## src/hw/pdm_defs.svh

```systemverilog
/*
 * constants of the port data multiplexer control: pin indexes, crossbar
 * channel codes and endpoint identity values.
 * assumes inclusion by bare name from the design files.
 */
`ifndef PDM_DEFS_SVH
`define PDM_DEFS_SVH

// port pin indexes into every 6-bit pin vector
`define PDM_PIN_TP 3'h0
`define PDM_PIN_TN 3'h1
`define PDM_PIN_BP 3'h2
`define PDM_PIN_BN 3'h3
`define PDM_PIN_S1 3'h4
`define PDM_PIN_S2 3'h5
`define PDM_NPIN 6

// crossbar channel code of an external serial pin, 0 = unmapped
`define PDM_XCH_NONE 2'h0
// bypass: external pin 0 is the receive pin, pin 1 the transmit pin
`define PDM_XOE_BYPASS 2'h2
// idle level of an unsourced serial line
`define PDM_SER_IDLE 1'h1

// endpoint: usb device class code of a billboard device
`define PDM_EP_CLASS_BILLBOARD 8'h11
// endpoint: only control endpoint zero exists
`define PDM_EP_NUM_MAX 4'h0

`endif

```

## src/hw/pdm_pkg.sv

```systemverilog
/*
 * types of the port data multiplexer control.
 * assumes nothing beyond a SystemVerilog compiler.
 */
package pdm_pkg;

	// first-stage source of a usb pair
	typedef enum logic [2:0] {
		PDM_SRC_NONE,
		PDM_SRC_ROOT,
		PDM_SRC_ENDPT,
		PDM_SRC_AUX,
		PDM_SRC_SERIAL
	} pdm_src_t;

	// first-stage source of the sideband pair
	typedef enum logic [1:0] {
		PDM_SBU_NONE,
		PDM_SBU_AUX,
		PDM_SBU_SERIAL
	} pdm_sbu_src_t;

	typedef struct packed {
		pdm_src_t top_src;
		pdm_src_t bot_src;
		pdm_sbu_src_t sbu_src;
	} pdm_route_t;

	// second-stage state, already in connector orientation
	typedef struct packed {
		pdm_src_t top_sel;
		pdm_src_t bot_sel;
		pdm_sbu_src_t sbu_sel;
		logic sbu_swap;
	} pdm_sw_t;

	typedef struct packed {
		logic [1:0] dir;
		logic [1:0] ch1;
		logic [1:0] ch0;
	} pdm_xbar_t;

	// charger switches, bit order tp, tn, bp, bn from bit 0
	typedef struct packed {
		logic [3:0] adc_route;
		logic [3:0] charger_sink_current;
		logic [3:0] charger_force_voltage;
	} pdm_chg_t;

endpackage : pdm_pkg

```

## src/hw/pdm_edge_det.sv

```systemverilog
/*
 * switching-event detectors for the port inputs, one per bit.
 * assumes inputs synchronous to clk_sys_i.
 */
`timescale 1ns/100ps
module pdm_edge_det #(
	parameter int W = 6
) (
	input wire logic clk_sys_i,
	input wire logic sys_rst_i,
	input wire logic [W-1:0] en_i,
	input wire logic [W-1:0] din_i,
	output logic [W-1:0] evt_o
);
	logic [W-1:0] hist_q;
	logic [W-1:0] armed_q;
	logic [W-1:0] evt_q;

	genvar i;
	generate
		for (i = 0; i < W; i++) begin : g_bit
			// history is refreshed while disabled so enabling never fires
			always_ff @(posedge clk_sys_i) begin
				if (sys_rst_i) begin
					hist_q[i] <= 1'b0;
					armed_q[i] <= 1'b0;
					evt_q[i] <= 1'b0;
				end else begin
					hist_q[i] <= din_i[i];
					armed_q[i] <= en_i[i];
					evt_q[i] <= en_i[i] & armed_q[i] & (din_i[i] ^ hist_q[i]);
				end
			end
		end
	endgenerate

	assign evt_o = evt_q;

endmodule : pdm_edge_det

```

## src/hw/pdm_port_mux.sv

```systemverilog
/*
 * port data multiplexer control: pair and sideband swap, serial crossbar
 * with power-up bypass, comparators, pulls, clamps, endpoint pull-up and
 * charger detection switches.
 * assumes all inputs synchronous to clk_sys_i and a single orientation
 * input from the cable detection logic.
 */
// Functional notes
// - swap top and bottom pairs with orientation
// - root, endpoint, aux pairs routable top or bottom
// - serial 0 top, 1 bottom, 2 sideband only
// - aux on sideband one/two, swapped when flipped
// - external serial pins and crossbar firmware configurable
// - power-up bypass copies receive pin to transmit
// - enableable comparators flag port input switching events
// - per-pin configurable pull-up and pull-down
// - clamp attached only while second stage closed
// - endpoint low speed, endpoint zero only
// - endpoint enumerates as billboard class
// - endpoint pull-up off while transmitting
// - receive pull-up on top or bottom minus line
// - contact detect sources on oriented pair
// - twelve independent charger detection switches
`timescale 1ns/100ps
`include "pdm_defs.svh"
module pdm_port_mux (
	input wire logic clk_sys_i,
	input wire logic sys_rst_i,
	input wire logic orient_flip_i,
	input wire pdm_pkg::pdm_route_t route_i,
	output pdm_pkg::pdm_sw_t sw_o,
	input wire logic [5:0] port_in_i,
	output logic [5:0] port_out_o,
	output logic [5:0] port_oe_o,
	input wire logic [1:0] xpin_in_i,
	output logic [1:0] xpin_out_o,
	output logic [1:0] xpin_oe_o,
	input wire pdm_pkg::pdm_xbar_t xbar_cfg_i,
	input wire logic xbar_load_i,
	output logic xbar_bypass_o,
	input wire logic [5:0] cmp_en_i,
	output logic [5:0] cmp_event_o,
	input wire logic [5:0] pull_up_i,
	input wire logic [5:0] pull_dn_i,
	output logic [5:0] pull_up_o,
	output logic [5:0] pull_dn_o,
	output logic [5:0] clamp_en_o,
	input wire logic ep_attach_i,
	input wire logic ep_tx_i,
	output logic [1:0] endpoint_pullup_o,
	output logic ep_low_speed_o,
	output logic [7:0] ep_dev_class_o,
	output logic [3:0] ep_num_max_o,
	input wire logic dcd_en_i,
	output logic [1:0] contact_detect_current_o,
	output logic [1:0] contact_detect_pulldown_o,
	input wire pdm_pkg::pdm_chg_t chg_i,
	output pdm_pkg::pdm_chg_t chg_o
);
	pdm_pkg::pdm_sw_t sw_d;
	pdm_pkg::pdm_sw_t sw_q;
	pdm_pkg::pdm_xbar_t xcfg_q;
	logic bypass_q;
	logic [5:0] closed_d;
	logic [2:0] ch_act;
	logic [2:0] ch_pos [3];
	logic [2:0] ch_neg [3];
	logic [2:0] ch_tx;
	logic [2:0] ch_rx;
	logic [5:0] pout_d;
	logic [5:0] poe_d;
	logic [5:0] pout_q;
	logic [5:0] poe_q;
	logic [1:0] xout_d;
	logic [1:0] xoe_d;
	logic [1:0] xout_q;
	logic [1:0] xoe_q;
	logic [5:0] pu_q;
	logic [5:0] pd_q;
	logic [5:0] clamp_q;
	logic [1:0] eppu_q;
	logic [1:0] dcd_i_q;
	logic [1:0] dcd_r_q;
	pdm_pkg::pdm_chg_t chg_q;

	// second stage follows the orientation for every pair
	always_comb begin
		sw_d.top_sel = orient_flip_i ? route_i.bot_src : route_i.top_src;
		sw_d.bot_sel = orient_flip_i ? route_i.top_src : route_i.bot_src;
		sw_d.sbu_sel = route_i.sbu_src;
		sw_d.sbu_swap = orient_flip_i;
		closed_d[`PDM_PIN_TP] = sw_d.top_sel != pdm_pkg::PDM_SRC_NONE;
		closed_d[`PDM_PIN_TN] = sw_d.top_sel != pdm_pkg::PDM_SRC_NONE;
		closed_d[`PDM_PIN_BP] = sw_d.bot_sel != pdm_pkg::PDM_SRC_NONE;
		closed_d[`PDM_PIN_BN] = sw_d.bot_sel != pdm_pkg::PDM_SRC_NONE;
		closed_d[`PDM_PIN_S1] = sw_d.sbu_sel != pdm_pkg::PDM_SBU_NONE;
		closed_d[`PDM_PIN_S2] = sw_d.sbu_sel != pdm_pkg::PDM_SBU_NONE;
	end

	always_ff @(posedge clk_sys_i) begin
		if (sys_rst_i) begin
			sw_q <= '0;
			clamp_q <= 6'h00;
		end else begin
			sw_q <= sw_d;
			clamp_q <= closed_d;
		end
	end

	// serial channel placement: 0 on top mux, 1 on bottom mux, 2 on sideband
	always_comb begin
		ch_act[0] = route_i.top_src == pdm_pkg::PDM_SRC_SERIAL;
		ch_act[1] = route_i.bot_src == pdm_pkg::PDM_SRC_SERIAL;
		ch_act[2] = route_i.sbu_src == pdm_pkg::PDM_SBU_SERIAL;
		ch_pos[0] = orient_flip_i ? `PDM_PIN_BP : `PDM_PIN_TP;
		ch_neg[0] = orient_flip_i ? `PDM_PIN_BN : `PDM_PIN_TN;
		ch_pos[1] = orient_flip_i ? `PDM_PIN_TP : `PDM_PIN_BP;
		ch_neg[1] = orient_flip_i ? `PDM_PIN_TN : `PDM_PIN_BN;
		ch_pos[2] = orient_flip_i ? `PDM_PIN_S2 : `PDM_PIN_S1;
		ch_neg[2] = orient_flip_i ? `PDM_PIN_S1 : `PDM_PIN_S2;
	end

	// crossbar: an input pin feeds a channel's transmit, an output pin
	// shows a channel's receive
	genvar c;
	generate
		for (c = 0; c < 3; c++) begin : g_ch
			localparam logic [1:0] CODE = 2'(c + 1);
			always_comb begin
				ch_tx[c] = `PDM_SER_IDLE;
				if (!bypass_q && !xcfg_q.dir[0] && xcfg_q.ch0 == CODE) begin
					ch_tx[c] = xpin_in_i[0];
				end else if (!bypass_q && !xcfg_q.dir[1] && xcfg_q.ch1 == CODE) begin
					ch_tx[c] = xpin_in_i[1];
				end
				ch_rx[c] = ch_act[c] ? port_in_i[ch_neg[c]] : `PDM_SER_IDLE;
			end
		end
	endgenerate

	always_comb begin
		pout_d = 6'h3f;
		poe_d = 6'h00;
		for (int k = 0; k < 3; k++) begin
			if (ch_act[k]) begin
				pout_d[ch_pos[k]] = ch_tx[k];
				poe_d[ch_pos[k]] = 1'b1;
			end
		end
	end

	always_comb begin
		if (bypass_q) begin
			xout_d = {xpin_in_i[0], `PDM_SER_IDLE};
			xoe_d = `PDM_XOE_BYPASS;
		end else begin
			xout_d[0] = (xcfg_q.ch0 == `PDM_XCH_NONE) ? `PDM_SER_IDLE
				: ch_rx[xcfg_q.ch0 - 2'h1];
			xout_d[1] = (xcfg_q.ch1 == `PDM_XCH_NONE) ? `PDM_SER_IDLE
				: ch_rx[xcfg_q.ch1 - 2'h1];
			xoe_d = xcfg_q.dir;
		end
	end

	// bypass holds from reset until firmware loads a crossbar map
	always_ff @(posedge clk_sys_i) begin
		if (sys_rst_i) begin
			bypass_q <= 1'b1;
			xcfg_q <= '0;
		end else if (xbar_load_i) begin
			bypass_q <= 1'b0;
			xcfg_q <= xbar_cfg_i;
		end
	end

	always_ff @(posedge clk_sys_i) begin
		if (sys_rst_i) begin
			pout_q <= 6'h3f;
			poe_q <= 6'h00;
			xout_q <= 2'h3;
			xoe_q <= 2'h0;
		end else begin
			pout_q <= pout_d;
			poe_q <= poe_d;
			xout_q <= xout_d;
			xoe_q <= xoe_d;
		end
	end

	pdm_edge_det #(
		.W(`PDM_NPIN)
	) u_cmp (
		.clk_sys_i(clk_sys_i),
		.sys_rst_i(sys_rst_i),
		.en_i(cmp_en_i),
		.din_i(port_in_i),
		.evt_o(cmp_event_o)
	);

	// pull-down wins when both pulls are requested on one pin
	always_ff @(posedge clk_sys_i) begin
		if (sys_rst_i) begin
			pu_q <= 6'h00;
			pd_q <= 6'h00;
		end else begin
			pu_q <= pull_up_i & ~pull_dn_i;
			pd_q <= pull_dn_i;
		end
	end

	// endpoint pull-up and contact detect sources, bit 0 top, bit 1 bottom
	always_ff @(posedge clk_sys_i) begin
		if (sys_rst_i) begin
			eppu_q <= 2'h0;
			dcd_i_q <= 2'h0;
			dcd_r_q <= 2'h0;
		end else begin
			eppu_q[0] <= ep_attach_i & ~ep_tx_i & ~orient_flip_i;
			eppu_q[1] <= ep_attach_i & ~ep_tx_i & orient_flip_i;
			dcd_i_q <= {dcd_en_i & orient_flip_i, dcd_en_i & ~orient_flip_i};
			dcd_r_q <= {dcd_en_i & orient_flip_i, dcd_en_i & ~orient_flip_i};
		end
	end

	always_ff @(posedge clk_sys_i) begin
		if (sys_rst_i) begin
			chg_q <= '0;
		end else begin
			chg_q <= chg_i;
		end
	end

	assign sw_o = sw_q;
	assign clamp_en_o = clamp_q;
	assign port_out_o = pout_q;
	assign port_oe_o = poe_q;
	assign xpin_out_o = xout_q;
	assign xpin_oe_o = xoe_q;
	assign xbar_bypass_o = bypass_q;
	assign pull_up_o = pu_q;
	assign pull_dn_o = pd_q;
	assign endpoint_pullup_o = eppu_q;
	assign contact_detect_current_o = dcd_i_q;
	assign contact_detect_pulldown_o = dcd_r_q;
	assign chg_o = chg_q;
	assign ep_low_speed_o = 1'b1;
	assign ep_num_max_o = `PDM_EP_NUM_MAX;
	assign ep_dev_class_o = `PDM_EP_CLASS_BILLBOARD;
endmodule : pdm_port_mux

```

## config.mk

```make
export PLATFORM = sky130hd
export DESIGN_NAME = pdm_port_mux
export DESIGN_NICKNAME = d
export VERILOG_FILES = /design/src/hw/pdm_pkg.sv /design/src/hw/pdm_edge_det.sv /design/src/hw/pdm_port_mux.sv
export VERILOG_INCLUDE_DIRS = /design/src /design/src/hw
export SDC_FILE = /design/constraint.sdc
export NUM_CORES = 1
export LEC_CHECK = 0
export BUFFER_PORTS_ARGS = -buffer_cell sky130_fd_sc_hd__buf_2
export CORE_ASPECT_RATIO = 2
export CORE_UTILIZATION = 47
export CTS_BUF_LIST = sky130_fd_sc_hd__clkbuf_4 sky130_fd_sc_hd__clkbuf_8
export CTS_CLUSTER_SIZE = 24
export DETAILED_ROUTE_END_ITERATION = 10
export PLACE_DENSITY = 0.92
export SLEW_MARGIN = 20
export SYNTH_ARGS = -nofsm -noshare
export SYNTH_HDL_FRONTEND = slang
export SYNTH_SLANG_ARGS = --single-unit
```

## constraint.sdc

```tcl
create_clock -name clk_sys_i -period 1.55 [get_ports clk_sys_i]
set_clock_uncertainty 0.1 [all_clocks]
set_input_delay 0.0775 -clock clk_sys_i [delete_from_list [all_inputs] [get_ports clk_sys_i]]
set_output_delay 0.0775 -clock clk_sys_i [all_outputs]
set_load 0.02 [all_outputs]
```

==> results of run 1 <==
[layer usage]
metal / global-route usage, % / routed length (um) / vias to the layer above
met4: 16.6 / 380 / 0
li1: - / - / 1147
met5: 0 / 0 / -
met1: 20.9 / 2330 / 1053
met3: 5.02 / 377 / 27
met2: 42.7 / 3870 / 105
[per-stage QoR]
step	utilization (%)	hold slack, ns	instance area (um2)
floorplan	-	0.0536	2850
global placement	58.5	0.150	3340
detailed placement	58.5	0.162	3340
CTS	71.6	0.00665	4090
global route	71.6	0.0191	4090
finish	71.6	0.0172	4090
[worst max-delay path, stage by stage]
cell,delay (ns)
sky130_fd_sc_hd__dlygate4sd3_1,0.53
sky130_fd_sc_hd__buf_2,0.14
sky130_fd_sc_hd__mux2i_1,0.14
sky130_fd_sc_hd__dlygate4sd3_1,0.58
sky130_fd_sc_hd__a31oi_1,0.07
[area by class of cell]
type / instances / area (um2)
Inverter: 6 / 22.5
Tap cell: 61 / 76.3
Sequential cell: 77 / 1540
Fill cell: 383 / 1620
Clock buffer: 13 / 160
Multi-Input combinational cell: 157 / 1040
Timing Repair Buffer: 184 / 1230
Clock inverter: 2 / 10.0
[cell families (layout without fill, tap and decap cells)]
group | count (synthesis) | in the layout | share of synthesized area [%]
muxes | 19 | 19 | 6.82
buffers and inverters | 39 | 205 | 9.29
adders and majority gates | 8 | 8 | 3.59
xor gates and xnor gates | 6 | 6 | 1.88
and+or+nand+nor | 98 | 98 | 20.5
DFF | 77 | 77 | 55.3
AOI/OAI and AO/OA | 9 | 9 | 2.42
other | 2 | 17 | 0.269
[flip-flops by register name (all words and copies together) (netlist names)]
signal,flops
sw_o,9
contact_detect_pulldown_o,2
pull_up_o,6
u_cmp.armed_q,6
port_oe_o,4
xcfg_q,6
xpin_oe_o,2
endpoint_pullup_o,2
clamp_en_o,3
xpin_out_o,2
xbar_bypass_o,1
port_out_o,4
pull_dn_o,6
u_cmp.evt_o,6
u_cmp.hist_q,6
chg_o,12
[placed cells by master, fill, tap and decap left out]
cell type	n
sky130_fd_sc_hd__a211o_1	1
sky130_fd_sc_hd__a21o_1	1
sky130_fd_sc_hd__a31oi_1	3
sky130_fd_sc_hd__a32oi_1	2
sky130_fd_sc_hd__and2_1	2
sky130_fd_sc_hd__and3_1	6
sky130_fd_sc_hd__buf_12	1
sky130_fd_sc_hd__buf_2	122
sky130_fd_sc_hd__buf_4	3
sky130_fd_sc_hd__clkbuf_4	3
sky130_fd_sc_hd__clkbuf_8	10
sky130_fd_sc_hd__clkinv_2	2
sky130_fd_sc_hd__conb_1	17
sky130_fd_sc_hd__dfxtp_1	77
sky130_fd_sc_hd__dlygate4sd3_1	58
sky130_fd_sc_hd__ha_1	8
sky130_fd_sc_hd__inv_1	5
sky130_fd_sc_hd__inv_2	1
sky130_fd_sc_hd__mux2i_1	19
sky130_fd_sc_hd__nand2_1	10
sky130_fd_sc_hd__nand2b_1	2
sky130_fd_sc_hd__nand2b_4	1
sky130_fd_sc_hd__nand3_1	5
sky130_fd_sc_hd__nor2_1	21
sky130_fd_sc_hd__nor2_2	1
sky130_fd_sc_hd__nor2b_1	32
sky130_fd_sc_hd__nor2b_2	1
sky130_fd_sc_hd__nor3_1	4
sky130_fd_sc_hd__nor3_2	1
sky130_fd_sc_hd__nor3_4	1
sky130_fd_sc_hd__nor3b_1	8
sky130_fd_sc_hd__nor3b_2	2
sky130_fd_sc_hd__o211ai_1	2
sky130_fd_sc_hd__or2_1	1
sky130_fd_sc_hd__xor2_1	6
[worst paths after layout]
path | endpoint | slack, ns | depth (start not counted)
setup / recovery | clamp_en_o[3] | 0.13 | 5
hold / removal | port_oe_o[0] | 0.02 | 2
setup reg to reg | xpin_out_o[0] | 0.16 | 5
hold reg to reg | u_cmp.evt_o[0] | 0.35 | 1
[power breakdown]
part | internal (W) | total [W] | switching, W
logic | 0.000296 | 0.000632 | 0.000336
registers | 0.00207 | 0.00211 | 0.0000397
clock network | 0.000666 | 0.00132 | 0.000659
total | 0.00303 | 0.00407 | 0.00104
[repair_timing]
item | 4_1_cts | 5_1_grt
gates resized for setup | 0 | 0
hold buffers | 58 | 0
setup buffers | 0 | 0
endpoints found under the hold margin | 64 | 0
==> out/summary.log, run 1 <==
INFO  run_status     status=complete, no violations
INFO  synth          yosys_register_bits=77
INFO  floorplan      floorplan.rows=39
INFO  sta            final_min_period=1.42ns
INFO  clock_network  clock-sinks=77
INFO  critical_path  worstSetupStartpointType=input port
INFO  power          power.ir.vdd_worst=951uV
INFO  clock_network  cts_tree=built
INFO  sta            setup_ws=0.129ns
INFO  critical_path  cp_max_fo=3
INFO  floorplan      ios=140
INFO  critical_path  r2r-start=xcfg_q[0]
INFO  synth          synth_top_cell_by_area=sky130_fd_sc_hd__dfxtp_1
INFO  place          place.gp.congestion=0.840
INFO  global_routing grt_antenna_before_repair=0
INFO  clock_network  cts-htree-levels=3
INFO  route          ant_nets_after_route=0
INFO  flow_run       drv_cap=0
INFO  synth          syn_area_per_cell=10.8um2
INFO  global_routing grt_overflow_total=0
INFO  synth          seq_area_frac_synth=55.3%
INFO  floorplan      floorplan.die_area=6260um2
INFO  power          total_leakage_power=2.04nW
INFO  floorplan      floorplan.die.width=56.5um
INFO  hold_path      min-delay-start=sys_rst_i
INFO  route          detailedRoute.firstPassIterationCount=4
INFO  synth          post_synth_instance_area=2790um2
INFO  sta            setup_viol_count_final=0
INFO  sta            finalHoldViolCount=0
INFO  power          p_total=0.00407W
INFO  global_routing globalRouteTotalUtil=23.1%
INFO  synth          synthCells=258
INFO  cells_and_area area_growth=46.6%
INFO  floorplan      coreArea=5710um2
INFO  synth          synth_top_area_share=55.3%
INFO  route          drtIter0Drc=63
INFO  critical_path  endpoint_kind_of_the_worst_setup_timing_path=flop
INFO  route          drt-wirelength-per-cell=13.9um
INFO  cells_and_area design.final.nets=502
INFO  sta            fin_crit_sh=91.7%
INFO  synth          synthFlopType=sky130_fd_sc_hd__dfxtp_1
INFO  route          drc_errors=0
INFO  floorplan      floorplan.initialDensity=48.8%
INFO  sta            total_negative_setup_slacks=0ns
INFO  synth          yosysUniqueCellTypes=32
INFO  cells_and_area fin_cells=500
INFO  clock_network  cts_buffers=9
INFO  global_routing grt_first_pass_wirelength=10800um
INFO  place          dp_cells=427
INFO  synth          synthesis.yosys.warnings=0
INFO  critical_path  worst_setup_path_type=in2reg
INFO  sta            fin_max_slew_vios=0
INFO  critical_path  required=1.67ns
INFO  place          post_place_setup_slack=0.199ns
INFO  floorplan      die_height=111um
INFO  global_routing grt_start_max_net_pins=25
INFO  clock_network  cts.clk_slew.worst_paths=0.07ns
INFO  synth          synth_common_cells=sky130_fd_sc_hd__dfxtp_1, sky130_fd_sc_hd__nor2b_1, sky130_fd_sc_hd__buf_4
INFO  power          p_per_area=995nW/um2
INFO  cells_and_area ant_diodes=0
INFO  place          post-dp-hpwl=4330um
INFO  synth          postSynth.asyncResetShare=0%
INFO  sta            maxClockFrequency=704MHz
INFO  route          detailroute.via_count=2332
INFO  cells_and_area post_route_cells_drive_above_1_share=33.9%
INFO  critical_path  cp-startpoint=route_i[7]
INFO  synth          synth.most_common_cell=sky130_fd_sc_hd__dfxtp_1
INFO  clock_network  clk_path_buf_depth=2
INFO  synth          synth.area.top_cells=sky130_fd_sc_hd__dfxtp_1, sky130_fd_sc_hd__nor2b_1, sky130_fd_sc_hd__mux2i_1
INFO  synth          synth-edff-count=0
INFO  clock_network  clk_root_buffer_cell=sky130_fd_sc_hd__clkbuf_8
INFO  route          via_per_inst=4.66
INFO  place          portBuffers=122
INFO  hold_path      timing.hold.worst.class=in2reg
INFO  critical_path  cp.arrival=1.54ns
INFO  sta            grt_setup_unrepaired=false
INFO  route          route.final.wire_length=6960um
INFO  clock_network  clk-insertion-delay-late=0.34ns
INFO  global_routing first_global_vias=2329
Note: power is estimated with default switching activity, not from simulation.
==> run 2: changes to the inputs <==
--- a/config.mk
+++ b/config.mk
@@ -12,7 +12,7 @@
 export CTS_BUF_LIST = sky130_fd_sc_hd__clkbuf_4 sky130_fd_sc_hd__clkbuf_8
 export CTS_CLUSTER_SIZE = 24
 export DETAILED_ROUTE_END_ITERATION = 10
-export PLACE_DENSITY = 0.92
+export PLACE_DENSITY = 0.82
 export SLEW_MARGIN = 20
 export SYNTH_ARGS = -nofsm -noshare
 export SYNTH_HDL_FRONTEND = slang
==> out/summary.log, run 2 (same netlist as run 1, synthesis figures left out) <==
INFO  floorplan      ios=140 [unchanged]
INFO  critical_path  path_buf_inv=3 [unchanged]
INFO  critical_path  critical_path.cell_chain=dlygate4sd3_1 -> buf_2 -> mux2i_1 -> dlygate4sd3_1 -> nor2_1
INFO  cells_and_area ant_diodes=0 [unchanged]
INFO  global_routing grt_first_pass_wirelength=10600um [-2.2%]
INFO  critical_path  critical_path.most_common_cell=sky130_fd_sc_hd__dlygate4sd3_1
INFO  route          via_per_inst=4.67 [+0.21%]
INFO  route          detailedRoute.firstPassIterationCount=4 [unchanged]
INFO  power          cellInternalPower=0.00319W [+5.2%]
INFO  critical_path  worstSetupStartpointType=input port
INFO  route          drc_errors=0 [unchanged]
INFO  clock_network  clock-sinks=77 [unchanged]
INFO  critical_path  timing.critical_path.slowest_stage_cell=sky130_fd_sc_hd__dlygate4sd3_1
INFO  global_routing first_global_vias=2368 [+1.7%]
INFO  cells_and_area layout.cells.most_common_list=sky130_fd_sc_hd__buf_2, sky130_fd_sc_hd__dfxtp_1, sky130_fd_sc_hd__dlygate4sd3_1
INFO  route          drtIter0Drc=51 [-19%]
INFO  sta            setup_ws=0.0593ns [-0.0699 ns]
INFO  clock_network  post-cts-setup-buffer-count=0 [unchanged]
INFO  floorplan      coreArea=5710um2 [unchanged]
INFO  power          power.combinational.fraction=15.0% [-0.5 points]
INFO  global_routing globalRouteTotalUtil=22.4% [-0.69 points]
INFO  sta            fin_crit_sh=96.2% [+4.5 points]
INFO  flow_run       drv_cap=0 [unchanged]
INFO  place          post_place_setup_slack=0.190ns [-0.00952 ns]
INFO  power          power.ir.vdd_worst=923uV [-3.0%]
INFO  power          p_total=0.00426W [+4.7%]
INFO  critical_path  cpLargestDelayFamily=buffers and inverters
INFO  floorplan      floorplan.die.width=56.5um [unchanged]
INFO  route          ant_nets_after_route=0 [unchanged]
INFO  clock_network  cts-htree-levels=3 [unchanged]
INFO  critical_path  path_depth=5 [unchanged]
INFO  sta            finalHoldViolCount=0 [unchanged]
INFO  cells_and_area area_growth=48.9%
INFO  cells_and_area post_route_cells_drive_above_1_share=33.7% [-0.23 points]
INFO  sta            maxClockFrequency=671MHz [-4.7%]
INFO  critical_path  cell_depth_of_the_worst_flop_to_flop_path=4 [-1]
INFO  hold_path      hold-path-cell-count=5 [+3]
INFO  floorplan      die_height=111um [unchanged]
INFO  place          place.gp.congestion=0.867 [+3.2%]
INFO  critical_path  worst_setup_path_type=in2reg
INFO  critical_path  cp.arrival=1.63ns [+0.09 ns]
INFO  power          total_leakage_power=2.07nW [+1.1%]
INFO  clock_network  cts.clk_slew.worst_paths=0.07ns [about the same]
INFO  sta            setup_viol_count_final=0 [unchanged]
INFO  global_routing grt_overflow_total=0 [unchanged]
INFO  floorplan      floorplan.initialDensity=48.8% [unchanged]
INFO  sta            total_negative_setup_slacks=0ns [unchanged]
INFO  cells_and_area layout_commonest_cell=sky130_fd_sc_hd__buf_2
INFO  critical_path  cp_max_fo=4 [+1]
INFO  clock_network  clk_root_buffer_cell=sky130_fd_sc_hd__clkbuf_8
INFO  critical_path  required=1.69ns [+0.02 ns]
INFO  hold_path      timing.hold.worst.class=in2reg
INFO  route          detailroute.via_count=2351 [+0.81%]
INFO  power          power.switching=0.00107W [+3.0%]
INFO  cells_and_area design.final.nets=504 [+0.40%]
INFO  route          drt-wirelength-per-cell=13.3um [-4.2%]
INFO  place          portBuffers=122 [unchanged]
INFO  route          route.final.wire_length=6700um [-3.7%]
INFO  global_routing grt_start_max_net_pins=37 [+48%]
INFO  clock_network  clk_path_buf_depth=2 [unchanged]
INFO  critical_path  timing.reg2reg.setup_slack=0.16ns [about the same]
INFO  sta            holdWs=0.0327ns [+0.0155 ns]
INFO  cells_and_area finalCoreUtilization=72.8% [+1.1 points]
INFO  sta            final_min_period=1.49ns [+0.0699 ns]
INFO  critical_path  highest_cell_delay_on_the_worst_timing_path=0.60ns [+0.02 ns]
INFO  clock_network  postCtsResizedCells=0 [unchanged]
INFO  power          power_frac_seq=49.6% [-2.3 points]
INFO  power          p_per_area=1030nW/um2 [+3.0%]
INFO  clock_network  cts_tree=built
INFO  clock_network  clk-insertion-delay-late=0.35ns [about the same]
INFO  critical_path  endpoint_kind_of_the_worst_setup_timing_path=flop
INFO  sta            grt_setup_unrepaired=false
INFO  run_status     status=complete, no violations
INFO  power          power.clock.fraction=35.5% [+2.9 points]
INFO  sta            fin_max_slew_vios=0 [unchanged]
INFO  power          netSwitchingFraction=25.0% [-0.40 points]
INFO  place          post-dp-hpwl=4230um [-2.3%]
INFO  clock_network  cts_buffers=9 [unchanged]
INFO  cells_and_area largest_reg_flops=12 [unchanged]
INFO  global_routing grt_antenna_before_repair=0 [unchanged]
INFO  floorplan      floorplan.rows=39 [unchanged]
INFO  floorplan      floorplan.die_area=6260um2 [unchanged]
==> run 2: changes by cell type in the layout (fill, tap and decap cells not counted) <==
| cell | change |
|---|---|
| sky130_fd_sc_hd__buf_12 | +1 |
| sky130_fd_sc_hd__buf_4 | -2 |
| sky130_fd_sc_hd__bufinv_16 | +1 |
| sky130_fd_sc_hd__clkbuf_4 | -1 |
| sky130_fd_sc_hd__dlygate4sd3_1 | +3 |
| sky130_fd_sc_hd__clkinvlp_4 | +1 |
==> run 2: power groups by stage <==
stage	logic (W)	clock network, W	registers [W]
global placement	0.000498	0	0.00215
floorplan	0.000273	0	0.00224
CTS	0.000630	0.00153	0.00211
detailed placement	0.000509	0	0.00216
global route	0.000686	0.00162	0.00212
finish	0.000638	0.00151	0.00211
==> run 2: metrics by stage <==
stage          std cells  cell area [um2]
6_report             503             4150
5_1_grt              503             4150
4_1_cts              503             4150
3_5_place_dp         426             3340
3_3_place_gp         426             3340
2_1_floorplan        273             2850
==> run 2: final timing paths <==
check                                       from             end
worst max-delay path                  route_i[3]         sw_o[7]
worst min-delay path                xpin_in_i[1]   port_out_o[5]
worst max register to register         xcfg_q[0]   xpin_out_o[0]
worst min register to register  u_cmp.armed_q[4]  u_cmp.evt_o[4]
==> run 2: area by class of cell <==
cell class / count / area (um2)
Timing Repair Buffer: 186 / 1270
Inverter: 6 / 22.5
Clock buffer: 12 / 153
Fill cell: 400 / 1560
Multi-Input combinational cell: 157 / 1040
Clock inverter: 4 / 47.5
Sequential cell: 77 / 1540
Tap cell: 61 / 76.3
==> run 2: what timing repair did <==
item,4_1_cts,5_1_grt
hold buffers,61,0
hold endpoints to repair,69,0
endpoints found under the setup margin,0,0
==> run 2: metal layers <==
layer / vias up / GRT usage [%] / share of wire (%)
met5: - / 0 / 0
met4: 0 / 12.5 / 3.3
met3: 18 / 6.18 / 5.8
met2: 105 / 42.7 / 57
met1: 1078 / 19.9 / 34
li1: 1150 / - / -
==> run 2: worst register-to-register path, stage by stage (launching register included) <==
cell                       delay, ns
sky130_fd_sc_hd__dfxtp_1        0.41
sky130_fd_sc_hd__inv_1          0.11
sky130_fd_sc_hd__ha_1           0.34
sky130_fd_sc_hd__o211ai_1       0.21
sky130_fd_sc_hd__nand3_1        0.11
==> run 3: changes to the inputs <==
--- a/config.mk
+++ b/config.mk
@@ -12,7 +12,7 @@
 export CTS_BUF_LIST = sky130_fd_sc_hd__clkbuf_4 sky130_fd_sc_hd__clkbuf_8
 export CTS_CLUSTER_SIZE = 24
 export DETAILED_ROUTE_END_ITERATION = 10
-export PLACE_DENSITY = 0.82
+export PLACE_DENSITY = 0.8
 export SLEW_MARGIN = 20
 export SYNTH_ARGS = -nofsm -noshare
 export SYNTH_HDL_FRONTEND = slang
==> out/summary.log, run 3 (same netlist as run 1, synthesis figures left out) <==
INFO  floorplan      coreArea=5710um2 [unchanged]
INFO  critical_path  timing.critical_path.slowest_stage_cell=sky130_fd_sc_hd__dlygate4sd3_1
INFO  power          p_total=0.00444W [+4.3%]
INFO  floorplan      floorplan.rows=39 [unchanged]
INFO  route          detailedRoute.firstPassIterationCount=4 [unchanged]
INFO  power          power.ir.vdd_worst=1000uV [+8.9%]
INFO  cells_and_area layout_commonest_cell=sky130_fd_sc_hd__buf_2
INFO  power          power.clock.fraction=37.9% [+2.4 points]
INFO  route          route.final.wire_length=7200um [+7.5%]
INFO  run_status     violations=setup timing
INFO  cells_and_area area_growth=51.1%
INFO  cells_and_area layout.cells.most_common_list=sky130_fd_sc_hd__buf_2, sky130_fd_sc_hd__dfxtp_1, sky130_fd_sc_hd__dlygate4sd3_1
INFO  critical_path  endpoint_kind_of_the_worst_setup_timing_path=flop
INFO  sta            fin_crit_sh=102% [+5.8 points]
INFO  route          via_per_inst=4.72 [+0.94%]
INFO  sta            fin_max_slew_vios=0 [unchanged]
INFO  critical_path  required=1.73ns [+0.04 ns]
INFO  critical_path  cp.arrival=1.76ns [+0.13 ns]
INFO  sta            setup_ws=-0.0311ns [-0.0904 ns]
INFO  power          cellInternalPower=0.00339W [+6.1%]
INFO  place          post-dp-hpwl=4330um [+2.4%]
INFO  cells_and_area ant_diodes=0 [unchanged]
INFO  clock_network  cts_buffers=9 [unchanged]
INFO  floorplan      die_height=111um [unchanged]
INFO  clock_network  clk-insertion-delay-late=0.34ns [about the same]
INFO  floorplan      floorplan.initialDensity=48.8% [unchanged]
INFO  global_routing grt_first_pass_wirelength=10900um [+2.5%]
INFO  power          power.combinational.fraction=14.6% [-0.4 points]
INFO  power          power.switching=0.00106W [-0.80%]
INFO  sta            final_min_period=1.58ns [+0.0904 ns]
INFO  sta            holdWs=0.0374ns [+0.00465 ns]
INFO  global_routing grt_antenna_before_repair=0 [unchanged]
INFO  route          drc_errors=0 [unchanged]
INFO  critical_path  cp_max_fo=34 [+30]
INFO  global_routing globalRouteTotalUtil=22.8% [+0.39 points]
INFO  power          netSwitchingFraction=23.8% [-1.2 points]
INFO  route          drt-wirelength-per-cell=14.3um [+7.5%]
INFO  place          dp_cells=426 [unchanged]
INFO  route          ant_nets_after_route=0 [unchanged]
INFO  critical_path  critical_path.most_common_cell=sky130_fd_sc_hd__dlygate4sd3_1
INFO  hold_path      timing.hold.worst.class=in2reg
INFO  clock_network  clock-sinks=77 [unchanged]
INFO  power          total_leakage_power=2.10nW [+1.8%]
INFO  sta            maxClockFrequency=632MHz [-5.7%]
INFO  route          detailroute.via_count=2373 [+0.94%]
INFO  flow_run       drv_cap=0 [unchanged]
INFO  clock_network  cts_tree=built
INFO  sta            total_negative_setup_slacks=-0.0770ns [-0.0770 ns]
INFO  clock_network  cts.clk_slew.worst_paths=0.07ns [about the same]
INFO  place          place.gp.congestion=0.831 [-4.1%]
INFO  critical_path  critical_path.cell_chain=dlygate4sd3_1 -> buf_4 -> buf_12 -> nor3b_2 -> dlygate4sd3_1
INFO  floorplan      ios=140 [unchanged]
INFO  cells_and_area post_route_cells_drive_above_1_share=34.8% [+1.1 points]
INFO  cells_and_area largest_reg_flops=12 [unchanged]
INFO  place          portBuffers=122 [unchanged]
INFO  run_status     status=finished, violations left
INFO  sta            setup_viol_count_final=3 [+3]
INFO  cells_and_area filler_cell_count=383 [-4.3%]
INFO  critical_path  worst_setup_path_type=in2reg
INFO  sta            finalHoldViolCount=0 [unchanged]
INFO  global_routing grt_start_max_net_pins=35 [-5.4%]
INFO  global_routing first_global_vias=2367 [-0.042%]
INFO  clock_network  clk_path_buf_depth=2 [unchanged]
INFO  floorplan      floorplan.die_area=6260um2 [unchanged]
INFO  floorplan      floorplan.die.width=56.5um [unchanged]
INFO  power          power_frac_seq=47.5% [-2.1 points]
INFO  critical_path  worstSetupStartpointType=input port
INFO  cells_and_area fin_cells=503 [unchanged]
INFO  clock_network  post-cts-setup-buffer-count=0 [unchanged]
INFO  route          drtIter0Drc=71 [+39%]
INFO  clock_network  cts-htree-levels=3 [unchanged]
INFO  power          p_per_area=1050nW/um2 [+2.9%]
INFO  clock_network  clk_root_buffer_cell=sky130_fd_sc_hd__clkbuf_8
INFO  global_routing grt_overflow_total=0 [unchanged]
INFO  cells_and_area design.final.nets=504 [unchanged]
INFO  critical_path  highest_cell_delay_on_the_worst_timing_path=0.58ns [-0.02 ns]
-- run 3: changes by cell type in the layout (fill, tap and decap cells not counted) --
cell	previous run	this run
sky130_fd_sc_hd__clkbuf_8	10	11
sky130_fd_sc_hd__buf_4	1	2
sky130_fd_sc_hd__bufinv_16	1	2
sky130_fd_sc_hd__clkinvlp_4	1	0
sky130_fd_sc_hd__clkbuf_4	2	1
sky130_fd_sc_hd__dlygate4sd3_1	61	60
sky130_fd_sc_hd__nor3b_1	8	3
sky130_fd_sc_hd__dlymetal6s4s_1	0	1
sky130_fd_sc_hd__nor3b_2	2	7
sky130_fd_sc_hd__buf_2	122	121
-- run 3: cell type report --
cell class | count | area, um2 | area share [%]
clock buffers | 12 | 159 | 3.77
clock inverters | 4 | 70.1 | 1.66
inverters | 6 | 22.5 | 0.535
multi-input cells | 157 | 1070 | 25.4
flip-flops and latches | 77 | 1540 | 36.6
well taps | 61 | 76.3 | 1.81
repair buffers | 186 | 1270 | 30.2
-- run 3: worst paths after layout --
| path | startpoint | to | slack [ns] | depth (start not counted) |
|---|---|---|---|---|
| max reg2reg | xcfg_q[2] | xpin_out_o[1] | 0.15 | 5 |
| max | sys_rst_i | pull_up_o[2] | -0.03 | 5 |
| min reg2reg | u_cmp.armed_q[2] | u_cmp.evt_o[2] | 0.35 | 1 |
| min | xpin_in_i[1] | port_out_o[4] | 0.04 | 5 |
-- run 3: repair_timing --
action                                 4_1_cts  5_1_grt
endpoints found under the hold margin       68        0
hold buffers                                61        0
setup endpoints to repair                    0        6
resized for setup                            0        8
-- run 3: stage by stage --
step / setup slack [ns] / util (%) / area (um2)
after global placement: 0.255 / 58.6 / 3340
after detailed placement: 0.182 / 58.6 / 3340
after CTS: 0.0280 / 73.3 / 4180
after floorplan: 0.278 / - / 2850
after global routing: -0.0484 / 73.8 / 4210
final: -0.0311 / 73.8 / 4210
-- run 3: routing by layer --
metal	GRT usage [%]	vias up	routed length (um)
li1	-	1149	-
met1	21.6	1118	2510
met2	43.8	89	4180
met3	4.43	17	278
met4	11.5	0	237
met5	0	-	0
-- run 3: worst max-delay path: cells and delay by family --
kind	cells	cell delay (ns)
buffers and inverters	4	1.49
and+or+nand+nor	1	0.17
-- run 3: power groups by stage --
stage,Combinational (W),Clock (W),Sequential [W]
after CTS,0.000631,0.00172,0.00211
after detailed placement,0.000510,0,0.00216
final,0.000648,0.00168,0.00211
after global routing,0.000692,0.00180,0.00212
after floorplan,0.000273,0,0.00224
after global placement,0.000499,0,0.00215
